$ cat config.mk
export PLATFORM = sky130hd
export DESIGN_NAME = vic_regs
export DESIGN_NICKNAME = d
export VERILOG_FILES = /design/src/design/vic_pkg.sv /design/src/design/vic_glitch_filter.sv /design/src/design/vic_regs.sv
export SDC_FILE = /design/constraint.sdc
export NUM_CORES = 1
export LEC_CHECK = 0
export ABC_CLOCK_PERIOD_IN_PS = 1600
export BUFFER_PORTS_ARGS = -buffer_cell sky130_fd_sc_hd__buf_4
export CAP_MARGIN = 20
export CORE_ASPECT_RATIO = 1.25
export CORE_MARGIN = 4
export CORE_UTILIZATION = 46
export CTS_CLUSTER_DIAMETER = 120
export DETAILED_ROUTE_END_ITERATION = 8
export GPL_ROUTABILITY_DRIVEN = 0
export PLACE_DENSITY = 0.76
export REMOVE_ABC_BUFFERS = 1
export SLEW_MARGIN = 5
export SYNTH_ARGS = -nofsm -noshare
export SYNTH_HDL_FRONTEND = slang
export SYNTH_SLANG_ARGS = --single-unit
$ cat constraint.sdc
create_clock -name CLK_SYS -period 1.6 [get_ports CLK_SYS]
set_input_delay 0.16 -clock CLK_SYS [delete_from_list [all_inputs] [get_ports CLK_SYS]]
set_output_delay 0.16 -clock CLK_SYS [all_outputs]
set_load 0.02 [all_outputs]
$ cat src/design/vic_pkg.sv
// Constants for the video input configuration register slice.
// Assumes an 8-bit register port and one system clock.
package vic_pkg;
  // ==========================================================
  // Register offsets
  localparam logic [7:0] VIC_ADDR_MISC = 8'h03;
  localparam logic [7:0] VIC_ADDR_POLFMT = 8'h04;
  localparam logic [7:0] VIC_ADDR_VRES = 8'h05;
  localparam logic [7:0] VIC_ADDR_VLOW = 8'h06;
  // ==========================================================
  // Reset values
  localparam logic [7:0] VIC_RST_MISC = 8'h70;
  localparam logic [7:0] VIC_RST_POLFMT = 8'h10;
  localparam logic [7:0] VIC_RST_VRES = 8'h20;
  localparam logic [7:0] VIC_RST_VLOW = 8'hD0;
  // ==========================================================
  // Field positions, misc register
  localparam int VIC_POS_PWRON = 6;
  localparam int VIC_POS_PWROFF = 5;
  localparam int VIC_POS_DETECT = 4;
  localparam int VIC_POS_PANEL = 3;
  localparam int VIC_POS_FILT_EN = 2;
  localparam int VIC_POS_FILT_LEN = 0;
  localparam logic [7:0] VIC_MASK_MISC = 8'h7F;
  // Field positions, polarity and format register
  localparam int VIC_POS_DV_INV = 7;
  localparam int VIC_POS_VS_INV = 6;
  localparam int VIC_POS_HS_INV = 5;
  localparam int VIC_POS_EDGE = 4;
  localparam int VIC_POS_REVERSE = 3;
  localparam int VIC_POS_BLACK = 2;
  localparam int VIC_POS_SWAP = 1;
  localparam int VIC_POS_DEPTH = 0;
  // Field positions, line count and resolution
  localparam int VIC_POS_LINES_HI = 4;
  localparam int VIC_POS_RES = 0;
  localparam logic [7:0] VIC_MASK_VLOW = 8'hFE;
  // ==========================================================
  // Widths
  localparam int VIC_COMP_W = 8;
  localparam int VIC_PIX_W = 24;
  localparam int VIC_LINES_W = 12;
  localparam logic [VIC_PIX_W-1:0] VIC_PIX_BLACK = 24'h000000;
endpackage

$ cat src/design/vic_glitch_filter.sv
// Glitch filter for one timing input.
// Assumes the input is synchronous to the system clock.
`timescale 1ns/1ps
module vic_glitch_filter (
  // Clock and reset
  input wire logic CLK_SYS,
  input wire logic RSTN,
  // Control
  input wire logic EN,
  input wire logic [1:0] LEN,
  // Signal
  input wire logic DIN,
  output logic DOUT
);
  logic dout_q, dout_d;
  logic [1:0] cnt_q, cnt_d;

  // ==========================================================
  // Stability counter
  always_comb begin
    dout_d = dout_q;
    cnt_d = 2'h0;
    if (!EN) begin
      dout_d = DIN;
    end else if (DIN != dout_q) begin
      if (cnt_q == LEN) begin
        dout_d = DIN;
      end else begin
        cnt_d = cnt_q + 2'h1;
      end
    end
  end

  always_ff @(posedge CLK_SYS or negedge RSTN) begin
    if (!RSTN) begin
      dout_q <= 1'b0;
      cnt_q <= 2'h0;
    end else begin
      dout_q <= dout_d;
      cnt_q <= cnt_d;
    end
  end

  assign DOUT = dout_q;

  // ==========================================================
  // Checks
  a_filter_holds: assert property (@(posedge CLK_SYS) disable iff (!RSTN)
    (EN && (DIN != dout_q) && (cnt_q != LEN)) |=> (dout_q == $past(dout_q)))
    else $error("filter output changed before span elapsed");
  a_filter_passes: assert property (@(posedge CLK_SYS) disable iff (!RSTN)
    (EN && LEN == 2'h0 && DIN != dout_q) |=> (dout_q == $past(DIN)))
    else $error("one clock span did not pass input");
  a_filter_off: assert property (@(posedge CLK_SYS) disable iff (!RSTN)
    !EN |=> (dout_q == $past(DIN)))
    else $error("disabled filter did not pass input");
endmodule // vic_glitch_filter

$ cat src/design/vic_regs.sv
// Video input configuration registers, strap override and input qualification.
// Assumes a synchronous byte-wide register port and synchronous video inputs.
// What this block does
// - Power-on fill select, black by default
// - Power-off fill select, black by default
// - Lost-input detection enable, enabled by default
// - Strap source is flip XOR strap pin
// - Software strap: panel kind is bit XOR pin
// - Timing de-noise enable, off after reset
// - Filter length codes give one to four clocks
// - Data-valid polarity invert bit
// - Vertical sync polarity invert bit
// - Horizontal sync polarity invert bit
// - Parallel input pixel clock edge select
// - Parallel input component bit order reversal
// - Force black replaces incoming pixel data
// - Swap red and blue components
// - Software strap: colour depth is bit XOR pin
// - Twelve-bit even line count over two registers
// - Software strap: resolution bits XOR pins
`timescale 1ns/1ps
module vic_regs (
  // Clock and reset
  input wire logic CLK_SYS,
  input wire logic RSTN,
  // Register port
  input wire logic [7:0] REG_ADDR,
  input wire logic [7:0] REG_WDATA,
  input wire logic REG_WE,
  input wire logic REG_RE,
  output logic [7:0] REG_RDATA,
  // Strap pins
  input wire logic STRAP_SOURCE_PIN,
  input wire logic STRAP_SOURCE_FLIP,
  input wire logic PANEL_KIND_PIN,
  input wire logic COLOR_DEPTH_PIN,
  input wire logic [3:0] RESOLUTION_PIN,
  // Video inputs
  input wire logic IS_TTL,
  input wire logic DATA_VALID_IN,
  input wire logic VSYNC_IN,
  input wire logic HSYNC_IN,
  input wire logic [vic_pkg::VIC_PIX_W-1:0] PIX_IN,
  // Qualified video
  output logic DATA_VALID_OUT,
  output logic VSYNC_OUT,
  output logic HSYNC_OUT,
  output logic [vic_pkg::VIC_PIX_W-1:0] PIX_OUT,
  // Effective settings
  output logic STRAP_SOURCE_SEL,
  output logic PANEL_KIND_SEL,
  output logic COLOR_DEPTH_SEL,
  output logic [3:0] RESOLUTION_SEL,
  output logic PWRON_FILL_BLACK,
  output logic PWROFF_FILL_BLACK,
  output logic LOST_INPUT_DETECT_EN,
  output logic PIXCLK_EDGE_SEL,
  output logic [vic_pkg::VIC_LINES_W-1:0] ACTIVE_LINE_COUNT
);
  import vic_pkg::*;

  logic [7:0] misc_q, misc_d;
  logic [7:0] polfmt_q, polfmt_d;
  logic [7:0] vres_q, vres_d;
  logic [7:0] vlow_q, vlow_d;
  logic [7:0] rdata_q, rdata_d;
  logic [VIC_PIX_W-1:0] pix_q, pix_d;
  logic dv_q, dv_d, vs_q, vs_d, hs_q, hs_d;
  logic dv_filt, vs_filt, hs_filt;
  logic strap_sw;
  logic [VIC_COMP_W-1:0] red, green, blue;

  // ==========================================================
  // Register writes
  always_comb begin
    misc_d = misc_q;
    polfmt_d = polfmt_q;
    vres_d = vres_q;
    vlow_d = vlow_q;
    if (REG_WE) begin
      unique case (REG_ADDR)
        VIC_ADDR_MISC: misc_d = REG_WDATA & VIC_MASK_MISC;
        // polarity, edge, order, black, swap bits
        VIC_ADDR_POLFMT: polfmt_d = REG_WDATA;
        VIC_ADDR_VRES: vres_d = REG_WDATA;
        // low line bits, bit zero held zero
        VIC_ADDR_VLOW: vlow_d = REG_WDATA & VIC_MASK_VLOW;
        default: misc_d = misc_q;
      endcase
    end
  end

  // ==========================================================
  // Register read
  always_comb begin
    rdata_d = rdata_q;
    if (REG_RE) begin
      unique case (REG_ADDR)
        VIC_ADDR_MISC: rdata_d = misc_q;
        VIC_ADDR_POLFMT: rdata_d = polfmt_q;
        VIC_ADDR_VRES: rdata_d = vres_q;
        VIC_ADDR_VLOW: rdata_d = vlow_q;
        default: rdata_d = 8'h00;
      endcase
    end
  end

  always_ff @(posedge CLK_SYS or negedge RSTN) begin
    if (!RSTN) begin
      // black fill and detection on at reset
      misc_q <= VIC_RST_MISC;
      polfmt_q <= VIC_RST_POLFMT;
      vres_q <= VIC_RST_VRES;
      vlow_q <= VIC_RST_VLOW;
    end else begin
      misc_q <= misc_d;
      polfmt_q <= polfmt_d;
      vres_q <= vres_d;
      vlow_q <= vlow_d;
    end
  end

  always_ff @(posedge CLK_SYS or negedge RSTN) begin
    if (!RSTN) begin
      rdata_q <= 8'h00;
    end else begin
      rdata_q <= rdata_d;
    end
  end

  assign REG_RDATA = rdata_q;

  // ==========================================================
  // Strap source and pin overrides
  // source is flip XOR pin, zero means software
  assign STRAP_SOURCE_SEL = STRAP_SOURCE_FLIP ^ STRAP_SOURCE_PIN;
  assign strap_sw = !STRAP_SOURCE_SEL;
  assign PANEL_KIND_SEL = strap_sw ? (misc_q[VIC_POS_PANEL] ^ PANEL_KIND_PIN) : PANEL_KIND_PIN;
  assign COLOR_DEPTH_SEL = strap_sw ? (polfmt_q[VIC_POS_DEPTH] ^ COLOR_DEPTH_PIN) : COLOR_DEPTH_PIN;
  assign RESOLUTION_SEL = strap_sw ? (vres_q[VIC_POS_RES +: 4] ^ RESOLUTION_PIN) : RESOLUTION_PIN;

  // ==========================================================
  // Plain settings
  assign PWRON_FILL_BLACK = misc_q[VIC_POS_PWRON];
  assign PWROFF_FILL_BLACK = misc_q[VIC_POS_PWROFF];
  assign LOST_INPUT_DETECT_EN = misc_q[VIC_POS_DETECT];
  // edge choice matters only on parallel input
  assign PIXCLK_EDGE_SEL = IS_TTL ? polfmt_q[VIC_POS_EDGE] : 1'b1;
  // twelve-bit count, bit zero implied zero
  assign ACTIVE_LINE_COUNT = {vres_q[VIC_POS_LINES_HI +: 4], vlow_q[7:1], 1'b0};

  // ==========================================================
  // Timing input de-noise
  // enable and length feed each filter
  vic_glitch_filter u_filt_dv (
    .CLK_SYS(CLK_SYS),
    .RSTN(RSTN),
    .EN(misc_q[VIC_POS_FILT_EN]),
    .LEN(misc_q[VIC_POS_FILT_LEN +: 2]),
    .DIN(DATA_VALID_IN),
    .DOUT(dv_filt)
  );
  vic_glitch_filter u_filt_vs (
    .CLK_SYS(CLK_SYS),
    .RSTN(RSTN),
    .EN(misc_q[VIC_POS_FILT_EN]),
    .LEN(misc_q[VIC_POS_FILT_LEN +: 2]),
    .DIN(VSYNC_IN),
    .DOUT(vs_filt)
  );
  vic_glitch_filter u_filt_hs (
    .CLK_SYS(CLK_SYS),
    .RSTN(RSTN),
    .EN(misc_q[VIC_POS_FILT_EN]),
    .LEN(misc_q[VIC_POS_FILT_LEN +: 2]),
    .DIN(HSYNC_IN),
    .DOUT(hs_filt)
  );

  // ==========================================================
  // Polarity and timing output registers
  always_comb begin
    dv_d = dv_filt ^ polfmt_q[VIC_POS_DV_INV];
    vs_d = vs_filt ^ polfmt_q[VIC_POS_VS_INV];
    hs_d = hs_filt ^ polfmt_q[VIC_POS_HS_INV];
  end

  always_ff @(posedge CLK_SYS or negedge RSTN) begin
    if (!RSTN) begin
      dv_q <= 1'b0;
      vs_q <= 1'b0;
      hs_q <= 1'b0;
    end else begin
      dv_q <= dv_d;
      vs_q <= vs_d;
      hs_q <= hs_d;
    end
  end

  // ==========================================================
  // Pixel path
  always_comb begin
    red = PIX_IN[16 +: VIC_COMP_W];
    green = PIX_IN[8 +: VIC_COMP_W];
    blue = PIX_IN[0 +: VIC_COMP_W];
    // reverse bit order on parallel input
    if (IS_TTL && polfmt_q[VIC_POS_REVERSE]) begin
      red = {<<{red}};
      green = {<<{green}};
      blue = {<<{blue}};
    end
    if (polfmt_q[VIC_POS_SWAP]) begin
      pix_d = {blue, green, red};
    end else begin
      pix_d = {red, green, blue};
    end
    if (polfmt_q[VIC_POS_BLACK]) begin
      pix_d = VIC_PIX_BLACK;
    end
  end

  always_ff @(posedge CLK_SYS or negedge RSTN) begin
    if (!RSTN) begin
      pix_q <= VIC_PIX_BLACK;
    end else begin
      pix_q <= pix_d;
    end
  end

  assign DATA_VALID_OUT = dv_q;
  assign VSYNC_OUT = vs_q;
  assign HSYNC_OUT = hs_q;
  assign PIX_OUT = pix_q;

  // ==========================================================
  // Checks
  a_pwroff_write: assert property (@(posedge CLK_SYS) disable iff (!RSTN)
    (REG_WE && REG_ADDR == VIC_ADDR_MISC) |=> (PWROFF_FILL_BLACK == $past(REG_WDATA[VIC_POS_PWROFF])))
    else $error("power-off fill bit not written");

  a_detect_write: assert property (@(posedge CLK_SYS) disable iff (!RSTN)
    (REG_WE && REG_ADDR == VIC_ADDR_MISC) |=> (LOST_INPUT_DETECT_EN == $past(REG_WDATA[VIC_POS_DETECT])))
    else $error("detect enable not written");

  a_pwron_write: assert property (@(posedge CLK_SYS) disable iff (!RSTN)
    (REG_WE && REG_ADDR == VIC_ADDR_MISC) |=> (PWRON_FILL_BLACK == $past(REG_WDATA[VIC_POS_PWRON])))
    else $error("power-on fill bit not written");

  a_filt_en_write: assert property (@(posedge CLK_SYS) disable iff (!RSTN)
    (REG_WE && REG_ADDR == VIC_ADDR_MISC) |=> (misc_q[VIC_POS_FILT_EN] == $past(REG_WDATA[VIC_POS_FILT_EN])))
    else $error("filter enable not written");

  a_filt_len_write: assert property (@(posedge CLK_SYS) disable iff (!RSTN)
    (REG_WE && REG_ADDR == VIC_ADDR_MISC) |=> (misc_q[1:0] == $past(REG_WDATA[1:0])))
    else $error("filter length not written");

  a_read_back: assert property (@(posedge CLK_SYS) disable iff (!RSTN)
    (REG_RE && REG_ADDR == VIC_ADDR_MISC) |=> (REG_RDATA == $past(misc_q)))
    else $error("misc register read back wrong");

  a_strap_hw: assert property (@(posedge CLK_SYS) disable iff (!RSTN)
    (STRAP_SOURCE_FLIP != STRAP_SOURCE_PIN) |-> (PANEL_KIND_SEL == PANEL_KIND_PIN
      && RESOLUTION_SEL == RESOLUTION_PIN && COLOR_DEPTH_SEL == COLOR_DEPTH_PIN))
    else $error("hardware strap not taken from pins");

  a_panel_sw: assert property (@(posedge CLK_SYS) disable iff (!RSTN)
    (REG_WE && REG_ADDR == VIC_ADDR_MISC) ##1 (STRAP_SOURCE_FLIP == STRAP_SOURCE_PIN)
      |-> (PANEL_KIND_SEL == ($past(REG_WDATA[VIC_POS_PANEL]) ^ PANEL_KIND_PIN)))
    else $error("software panel kind wrong");

  a_depth_sw: assert property (@(posedge CLK_SYS) disable iff (!RSTN)
    (REG_WE && REG_ADDR == VIC_ADDR_POLFMT) ##1 (STRAP_SOURCE_FLIP == STRAP_SOURCE_PIN)
      |-> (COLOR_DEPTH_SEL == ($past(REG_WDATA[VIC_POS_DEPTH]) ^ COLOR_DEPTH_PIN)))
    else $error("software colour depth wrong");

  a_res_sw: assert property (@(posedge CLK_SYS) disable iff (!RSTN)
    (REG_WE && REG_ADDR == VIC_ADDR_VRES) ##1 (STRAP_SOURCE_FLIP == STRAP_SOURCE_PIN)
      |-> (RESOLUTION_SEL == ($past(REG_WDATA[3:0]) ^ RESOLUTION_PIN)))
    else $error("software resolution wrong");

  a_lines_even: assert property (@(posedge CLK_SYS) disable iff (!RSTN)
    (REG_WE && REG_ADDR == VIC_ADDR_VLOW) |=> (ACTIVE_LINE_COUNT[7:0] == {$past(REG_WDATA[7:1]), 1'b0}))
    else $error("line count low part wrong");

  a_lines_high: assert property (@(posedge CLK_SYS) disable iff (!RSTN)
    (REG_WE && REG_ADDR == VIC_ADDR_VRES) |=> (ACTIVE_LINE_COUNT[11:8] == $past(REG_WDATA[7:4])))
    else $error("line count high part wrong");

  a_vlow_read: assert property (@(posedge CLK_SYS) disable iff (!RSTN)
    (REG_RE && REG_ADDR == VIC_ADDR_VLOW) |=> (REG_RDATA[0] == 1'b0))
    else $error("line count bit zero not zero");

  a_edge_write: assert property (@(posedge CLK_SYS) disable iff (!RSTN)
    (REG_WE && REG_ADDR == VIC_ADDR_POLFMT) ##1 IS_TTL
      |-> (PIXCLK_EDGE_SEL == $past(REG_WDATA[VIC_POS_EDGE])))
    else $error("parallel clock edge not written");

  a_edge_other: assert property (@(posedge CLK_SYS) disable iff (!RSTN)
    !IS_TTL |-> PIXCLK_EDGE_SEL)
    else $error("clock edge not rising off parallel input");

  a_black_out: assert property (@(posedge CLK_SYS) disable iff (!RSTN)
    polfmt_q[VIC_POS_BLACK] |=> (PIX_OUT == VIC_PIX_BLACK))
    else $error("forced black not shown");

  a_swap_path: assert property (@(posedge CLK_SYS) disable iff (!RSTN)
    (polfmt_q[VIC_POS_SWAP] && !polfmt_q[VIC_POS_BLACK] && !polfmt_q[VIC_POS_REVERSE])
      |=> (PIX_OUT[23:16] == $past(PIX_IN[7:0]) && PIX_OUT[7:0] == $past(PIX_IN[23:16])))
    else $error("red and blue not swapped");

  a_plain_path: assert property (@(posedge CLK_SYS) disable iff (!RSTN)
    (!polfmt_q[VIC_POS_SWAP] && !polfmt_q[VIC_POS_BLACK] && !(IS_TTL && polfmt_q[VIC_POS_REVERSE]))
      |=> (PIX_OUT == $past(PIX_IN)))
    else $error("pixel not passed in order");

  a_reverse_path: assert property (@(posedge CLK_SYS) disable iff (!RSTN)
    (IS_TTL && polfmt_q[VIC_POS_REVERSE] && !polfmt_q[VIC_POS_SWAP] && !polfmt_q[VIC_POS_BLACK])
      |=> (PIX_OUT[23] == $past(PIX_IN[16]) && PIX_OUT[16] == $past(PIX_IN[23])
        && PIX_OUT[0] == $past(PIX_IN[7])))
    else $error("component bit order not reversed");

  a_dv_invert: assert property (@(posedge CLK_SYS) disable iff (!RSTN)
    (!misc_q[VIC_POS_FILT_EN] && polfmt_q[VIC_POS_DV_INV] && $stable(polfmt_q)) ##1 $stable(polfmt_q)
      |=> (DATA_VALID_OUT == !$past(DATA_VALID_IN, 2)))
    else $error("data-valid invert wrong");

  a_vs_invert: assert property (@(posedge CLK_SYS) disable iff (!RSTN)
    (!misc_q[VIC_POS_FILT_EN] && polfmt_q[VIC_POS_VS_INV] && $stable(polfmt_q)) ##1 $stable(polfmt_q)
      |=> (VSYNC_OUT == !$past(VSYNC_IN, 2)))
    else $error("vertical sync invert wrong");

  a_hs_invert: assert property (@(posedge CLK_SYS) disable iff (!RSTN)
    (!misc_q[VIC_POS_FILT_EN] && polfmt_q[VIC_POS_HS_INV] && $stable(polfmt_q)) ##1 $stable(polfmt_q)
      |=> (HSYNC_OUT == !$past(HSYNC_IN, 2)))
    else $error("horizontal sync invert wrong");
endmodule // vic_regs

==> PnR_summary.wiki <==
{| class="wikitable"
! Metric !! Value
|-
| CP peak stage delay || 0.55 ns
|-
| Clock insertion delay at the later pin of the skew report || 0.34 ns
|-
| Routed vias/inst || 5.26
|-
| Cell count of the worst hold path || 3
|-
| Antenna cell count || 0
|-
| Layout Nets || 455
|-
| Effective utilization at floorplan || 47.7%
|-
| Tcrit/Tclk final || 95.3%
|-
| Fin. Hold Viols || 0
|-
| Number of warnings printed during yosys synthesis || 0
|-
| Run status || completed
|-
| CORE AREA || 0.00744 sq mm
|-
| Count of input and output buffers || 112
|-
| Ratio of cells with drive above 1 in the final layout || 50.0%
|-
| WL/cell || 16.5 um
|-
| Top cell type's share of synthesized area || 46.5%
|-
| Slew of the pin with the lowest slew margin || 0.725 ns
|-
| CTS H-tree depth || 3
|-
| Count of unique library cells instantiated by Yosys || 31
|-
| Most frequently used cell type in the post-synthesis netlist || sky130_fd_sc_hd__dfrtp_1
|-
| CP cell instances || buf_4, or4_4, nor3b_4, nand3_2, mux2_2
|-
| Fillers || 586
|-
| Remaining antenna violation count after routing || 0
|-
| Buffers and inverters on the worst path || 1
|-
| Worst clock skew || 0.00736 ns
|-
| End-of-flow core utilization || 64.6%
|-
| Synth area leader || sky130_fd_sc_hd__dfrtp_1
|-
| I/O pin count || 114
|-
| Kind of cell adding the most delay to the critical path || simple AND/OR/NAND/NOR gates
|-
| Area growth from synthesis to layout || 35.4%
|-
| Width of the die || 86.6 um
|-
| Overall die area || 0.00920 sq mm
|-
| Combined area of the multi-input logic cells || 0.00157 sq mm
|-
| Max FO, Critical Path || 8
|-
| First-pass iteration count of the detailed router || 4
|-
| Post-synth design cell area || 0.00355 sq mm
|-
| Antenna violations before repair || 0
|-
| Hold WC Path Type || in2reg
|-
| 1st-iter DRT viols || 76
|-
| Origin of the worst setup path || REG_ADDR[3]
|-
| Count of clock tree sinks || 74
|-
| CTS root buf || sky130_fd_sc_hd__clkbuf_8
|-
| Cell area after placement || 0.00453 sq mm
|-
| Via count of the first global-routing pass || 2661
|-
| Max Buffers Root-to-Sink || 2
|-
| Shortest period the worst path allows || 1.53 ns
|-
| Fraction of the yosys area taken by sequential cells || 52.4%
|-
| Std-Cell Rows || 35
|-
| DRC || 0
|-
| Die Span Y || 106 um
|-
| Arrival time reported for the critical path endpoint || 1.75 ns
|-
| Non-Filler Cell Area, Final || 0.00481 sq mm
|-
| Fin Hold WS || 0.0648 ns
|-
| Reg-to-Reg End || PIX_OUT[5]
|-
| Worst r2r src || polfmt_q[3]
|-
| Required time at the worst-slack endpoint || 1.83 ns
|-
| Pin count of the biggest net entering global routing || 47
|-
| Combined flip-flop and latch cell area || 0.00186 sq mm
|-
| Global router's overall resource usage || 18.2%
|-
| Setup violators final || 0
|-
| Clock transition at the register clock pins on the worst setup and hold paths after CTS || 0.08 ns
|-
| Clock tree from TritonCTS || done
|-
| Crit start category || input port
|-
| Average instance area after synthesis || 12.6 sq um
|-
| Register-to-register path setup slack || 0.08 ns
|-
| Cell count of the worst reg-to-reg path || 4
|-
| Synthesized netlist cell count || 281
|-
| Register bit total from synthesis || 74
|-
| Wire length of the first global-routing pass || 13000 um
|-
| Origin of the worst min-delay path || PIX_IN[15]
|-
| Maximum operating frequency || 656 MHz
|-
| Top cells by area in the synthesized netlist || sky130_fd_sc_hd__dfrtp_1, sky130_fd_sc_hd__mux2_2, sky130_fd_sc_hd__mux4_2, sky130_fd_sc_hd__dfstp_2, sky130_fd_sc_hd__nor2b_1
|-
| Unrepaired setup endpoints after global routing || false
|-
| Worst IR drop on VDD || 0.557 mV
|-
| Final Max Tran Viols || 0
|-
| Vias after detailed routing || 2611
|-
| TritonCTS buffer count || 9
|-
| Overall overflow remaining after global route || 0
|-
| Worst hold endpoint || PIX_OUT[8]
|-
| Count of flip-flops with a built-in enable after synthesis || 0
|-
| Power Density || 920 mW/mm^2
|-
| Most used DFF post-synth || sky130_fd_sc_hd__dfrtp_1
|-
| Critical path capture point type || flop
|-
| Critical Path Slowest Stage Cell || sky130_fd_sc_hd__or4_4
|-
| Fraction of synthesis flops using an asynchronous set or reset pin || 100%
|-
| Critical path type || in2reg
|-
| Leak pwr || 2.28 nW
|-
| Final HPWL from detailed placement || 6300 um
|-
| Top cells by instance count after synthesis || sky130_fd_sc_hd__dfrtp_1, sky130_fd_sc_hd__mux2_2, sky130_fd_sc_hd__nand2_1
|-
| Maximum capacitance violations || 0
|-
| Total Routed Length || 8170 um
|-
| Rel. slew slack || 51.7%
|}
## sequential cells by signal, summed over array words and instances, names as in the netlist
signal	flops
u_filt_vs.DOUT	1
DATA_VALID_OUT	1
polfmt_q	8
misc_q	7
HSYNC_OUT	1
vlow_q	7
REG_RDATA	8
u_filt_hs.DOUT	1
PIX_OUT	24
u_filt_dv.DOUT	1
u_filt_hs.cnt_q	2
u_filt_vs.cnt_q	2
vres_q	8
u_filt_dv.cnt_q	2
VSYNC_OUT	1
## final cells by class
class / instances / area share, %
Timing Repair Buffer: 125 / 20.7
Sequential cell: 74 / 38.7
Clock buffer: 11 / 2.73
Clock inverter: 5 / 2.13
Inverter: 9 / 0.702
Multi-Input combinational cell: 180 / 32.6
Tap cell: 92 / 2.39
## power by group
| group | total, mW | switching, mW | internal [mW] |
|---|---|---|---|
| Clock | 1.70 | 0.666 | 1.03 |
| Sequential | 2.03 | 0.0636 | 1.97 |
| Combinational | 0.692 | 0.335 | 0.358 |
| Total | 4.43 | 1.06 | 3.36 |
## layout by cell type, fill, tap and decap left out
cell type | netlist | routed
sky130_fd_sc_hd__nor2b_1 | 18 | 18
sky130_fd_sc_hd__a21oi_1 | 16 | 16
sky130_fd_sc_hd__dfrtp_1 | 66 | 66
sky130_fd_sc_hd__mux2i_1 | 1 | 1
sky130_fd_sc_hd__clkbuf_1 | 10 | 2
sky130_fd_sc_hd__nand2_1 | 24 | 24
sky130_fd_sc_hd__o21ai_0 | 4 | 4
sky130_fd_sc_hd__and3b_1 | 1 | 1
sky130_fd_sc_hd__o22ai_1 | 8 | 8
sky130_fd_sc_hd__mux4_2 | 16 | 16
sky130_fd_sc_hd__a21boi_0 | 1 | 1
sky130_fd_sc_hd__nand3_2 | 2 | 2
sky130_fd_sc_hd__clkinv_2 | 0 | 1
sky130_fd_sc_hd__nand2b_1 | 5 | 5
sky130_fd_sc_hd__xor2_1 | 12 | 12
sky130_fd_sc_hd__and2_4 | 0 | 1
sky130_fd_sc_hd__nand4b_1 | 1 | 1
sky130_fd_sc_hd__buf_4 | 5 | 120
sky130_fd_sc_hd__bufinv_16 | 0 | 3
sky130_fd_sc_hd__nand2_2 | 2 | 2
sky130_fd_sc_hd__o21ai_1 | 1 | 1
sky130_fd_sc_hd__nor3b_4 | 1 | 1
sky130_fd_sc_hd__buf_12 | 0 | 3
sky130_fd_sc_hd__nor2_1 | 7 | 7
sky130_fd_sc_hd__clkbuf_16 | 0 | 1
sky130_fd_sc_hd__nor3b_1 | 2 | 2
sky130_fd_sc_hd__dlygate4sd3_1 | 0 | 1
sky130_fd_sc_hd__or4_4 | 1 | 1
sky130_fd_sc_hd__clkbuf_8 | 0 | 9
sky130_fd_sc_hd__conb_1 | 1 | 1
sky130_fd_sc_hd__clkinvlp_4 | 0 | 1
sky130_fd_sc_hd__xnor2_1 | 10 | 10
sky130_fd_sc_hd__inv_1 | 9 | 9
sky130_fd_sc_hd__dfstp_2 | 8 | 8
sky130_fd_sc_hd__mux2_2 | 33 | 33
sky130_fd_sc_hd__a22o_1 | 12 | 12
## stage by stage
stage / worst slack [ns] / TNS (ns) / cells / power [mW]
2_1_floorplan: -0.284 / -3.76 / 263 / 2.37
3_3_place_gp: -0.247 / -6.22 / 477 / 2.74
3_5_place_dp: -0.290 / -7.39 / 477 / 2.76
4_1_cts: 0.0288 / 0 / 494 / 4.46
5_1_grt: 0.0109 / 0 / 496 / 4.61
6_report: 0.0748 / 0 / 496 / 4.43
## worst max path at each step
stage / endpoint / cells past startpoint
after floorplan: PIX_OUT[0] / 3
after global placement: vres_q[3] / 5
after detailed placement: vres_q[2] / 5
after CTS: PIX_OUT[5] / 4
after global routing: PIX_OUT[5] / 4
final: vres_q[2] / 5
## routing by layer
layer | track usage [%] | wire, um | up-vias
li1 | - | - | 1219
met1 | 20.4 | 3090 | 1294
met2 | 31.2 | 4200 | 87
met3 | 7.36 | 752 | 11
met4 | 6.01 | 123 | 0
met5 | 0 | 0 | -
## kinds of logic (layout without fill, tap and decap cells)
group | count (synthesis) | in the layout | synth area share (%)
compound gates | 42 | 42 | 7.54
xor+xnor | 22 | 22 | 5.42
buf+inv | 27 | 150 | 3.45
flops | 74 | 74 | 52.4
mux | 50 | 50 | 20.9
other cells | 1 | 1 | 0.106
simple gates | 65 | 65 | 10.2
## timing repair
action | CTS | global route
hold endpoints to repair | 27 | 0
hold buffers | 1 | 0
setup buffers | 0 | 1
endpoints found under the setup margin | 0 | 10
resized for setup | 0 | 2
## worst min-delay path, delay by kind of cell
| kind | cells | cell delay, ns |
|---|---|---|
| compound gates | 1 | 0.05 |
| simple gates | 1 | 0.05 |
| buf+inv | 1 | 0.11 |
(Power assumes the default switching activity.)
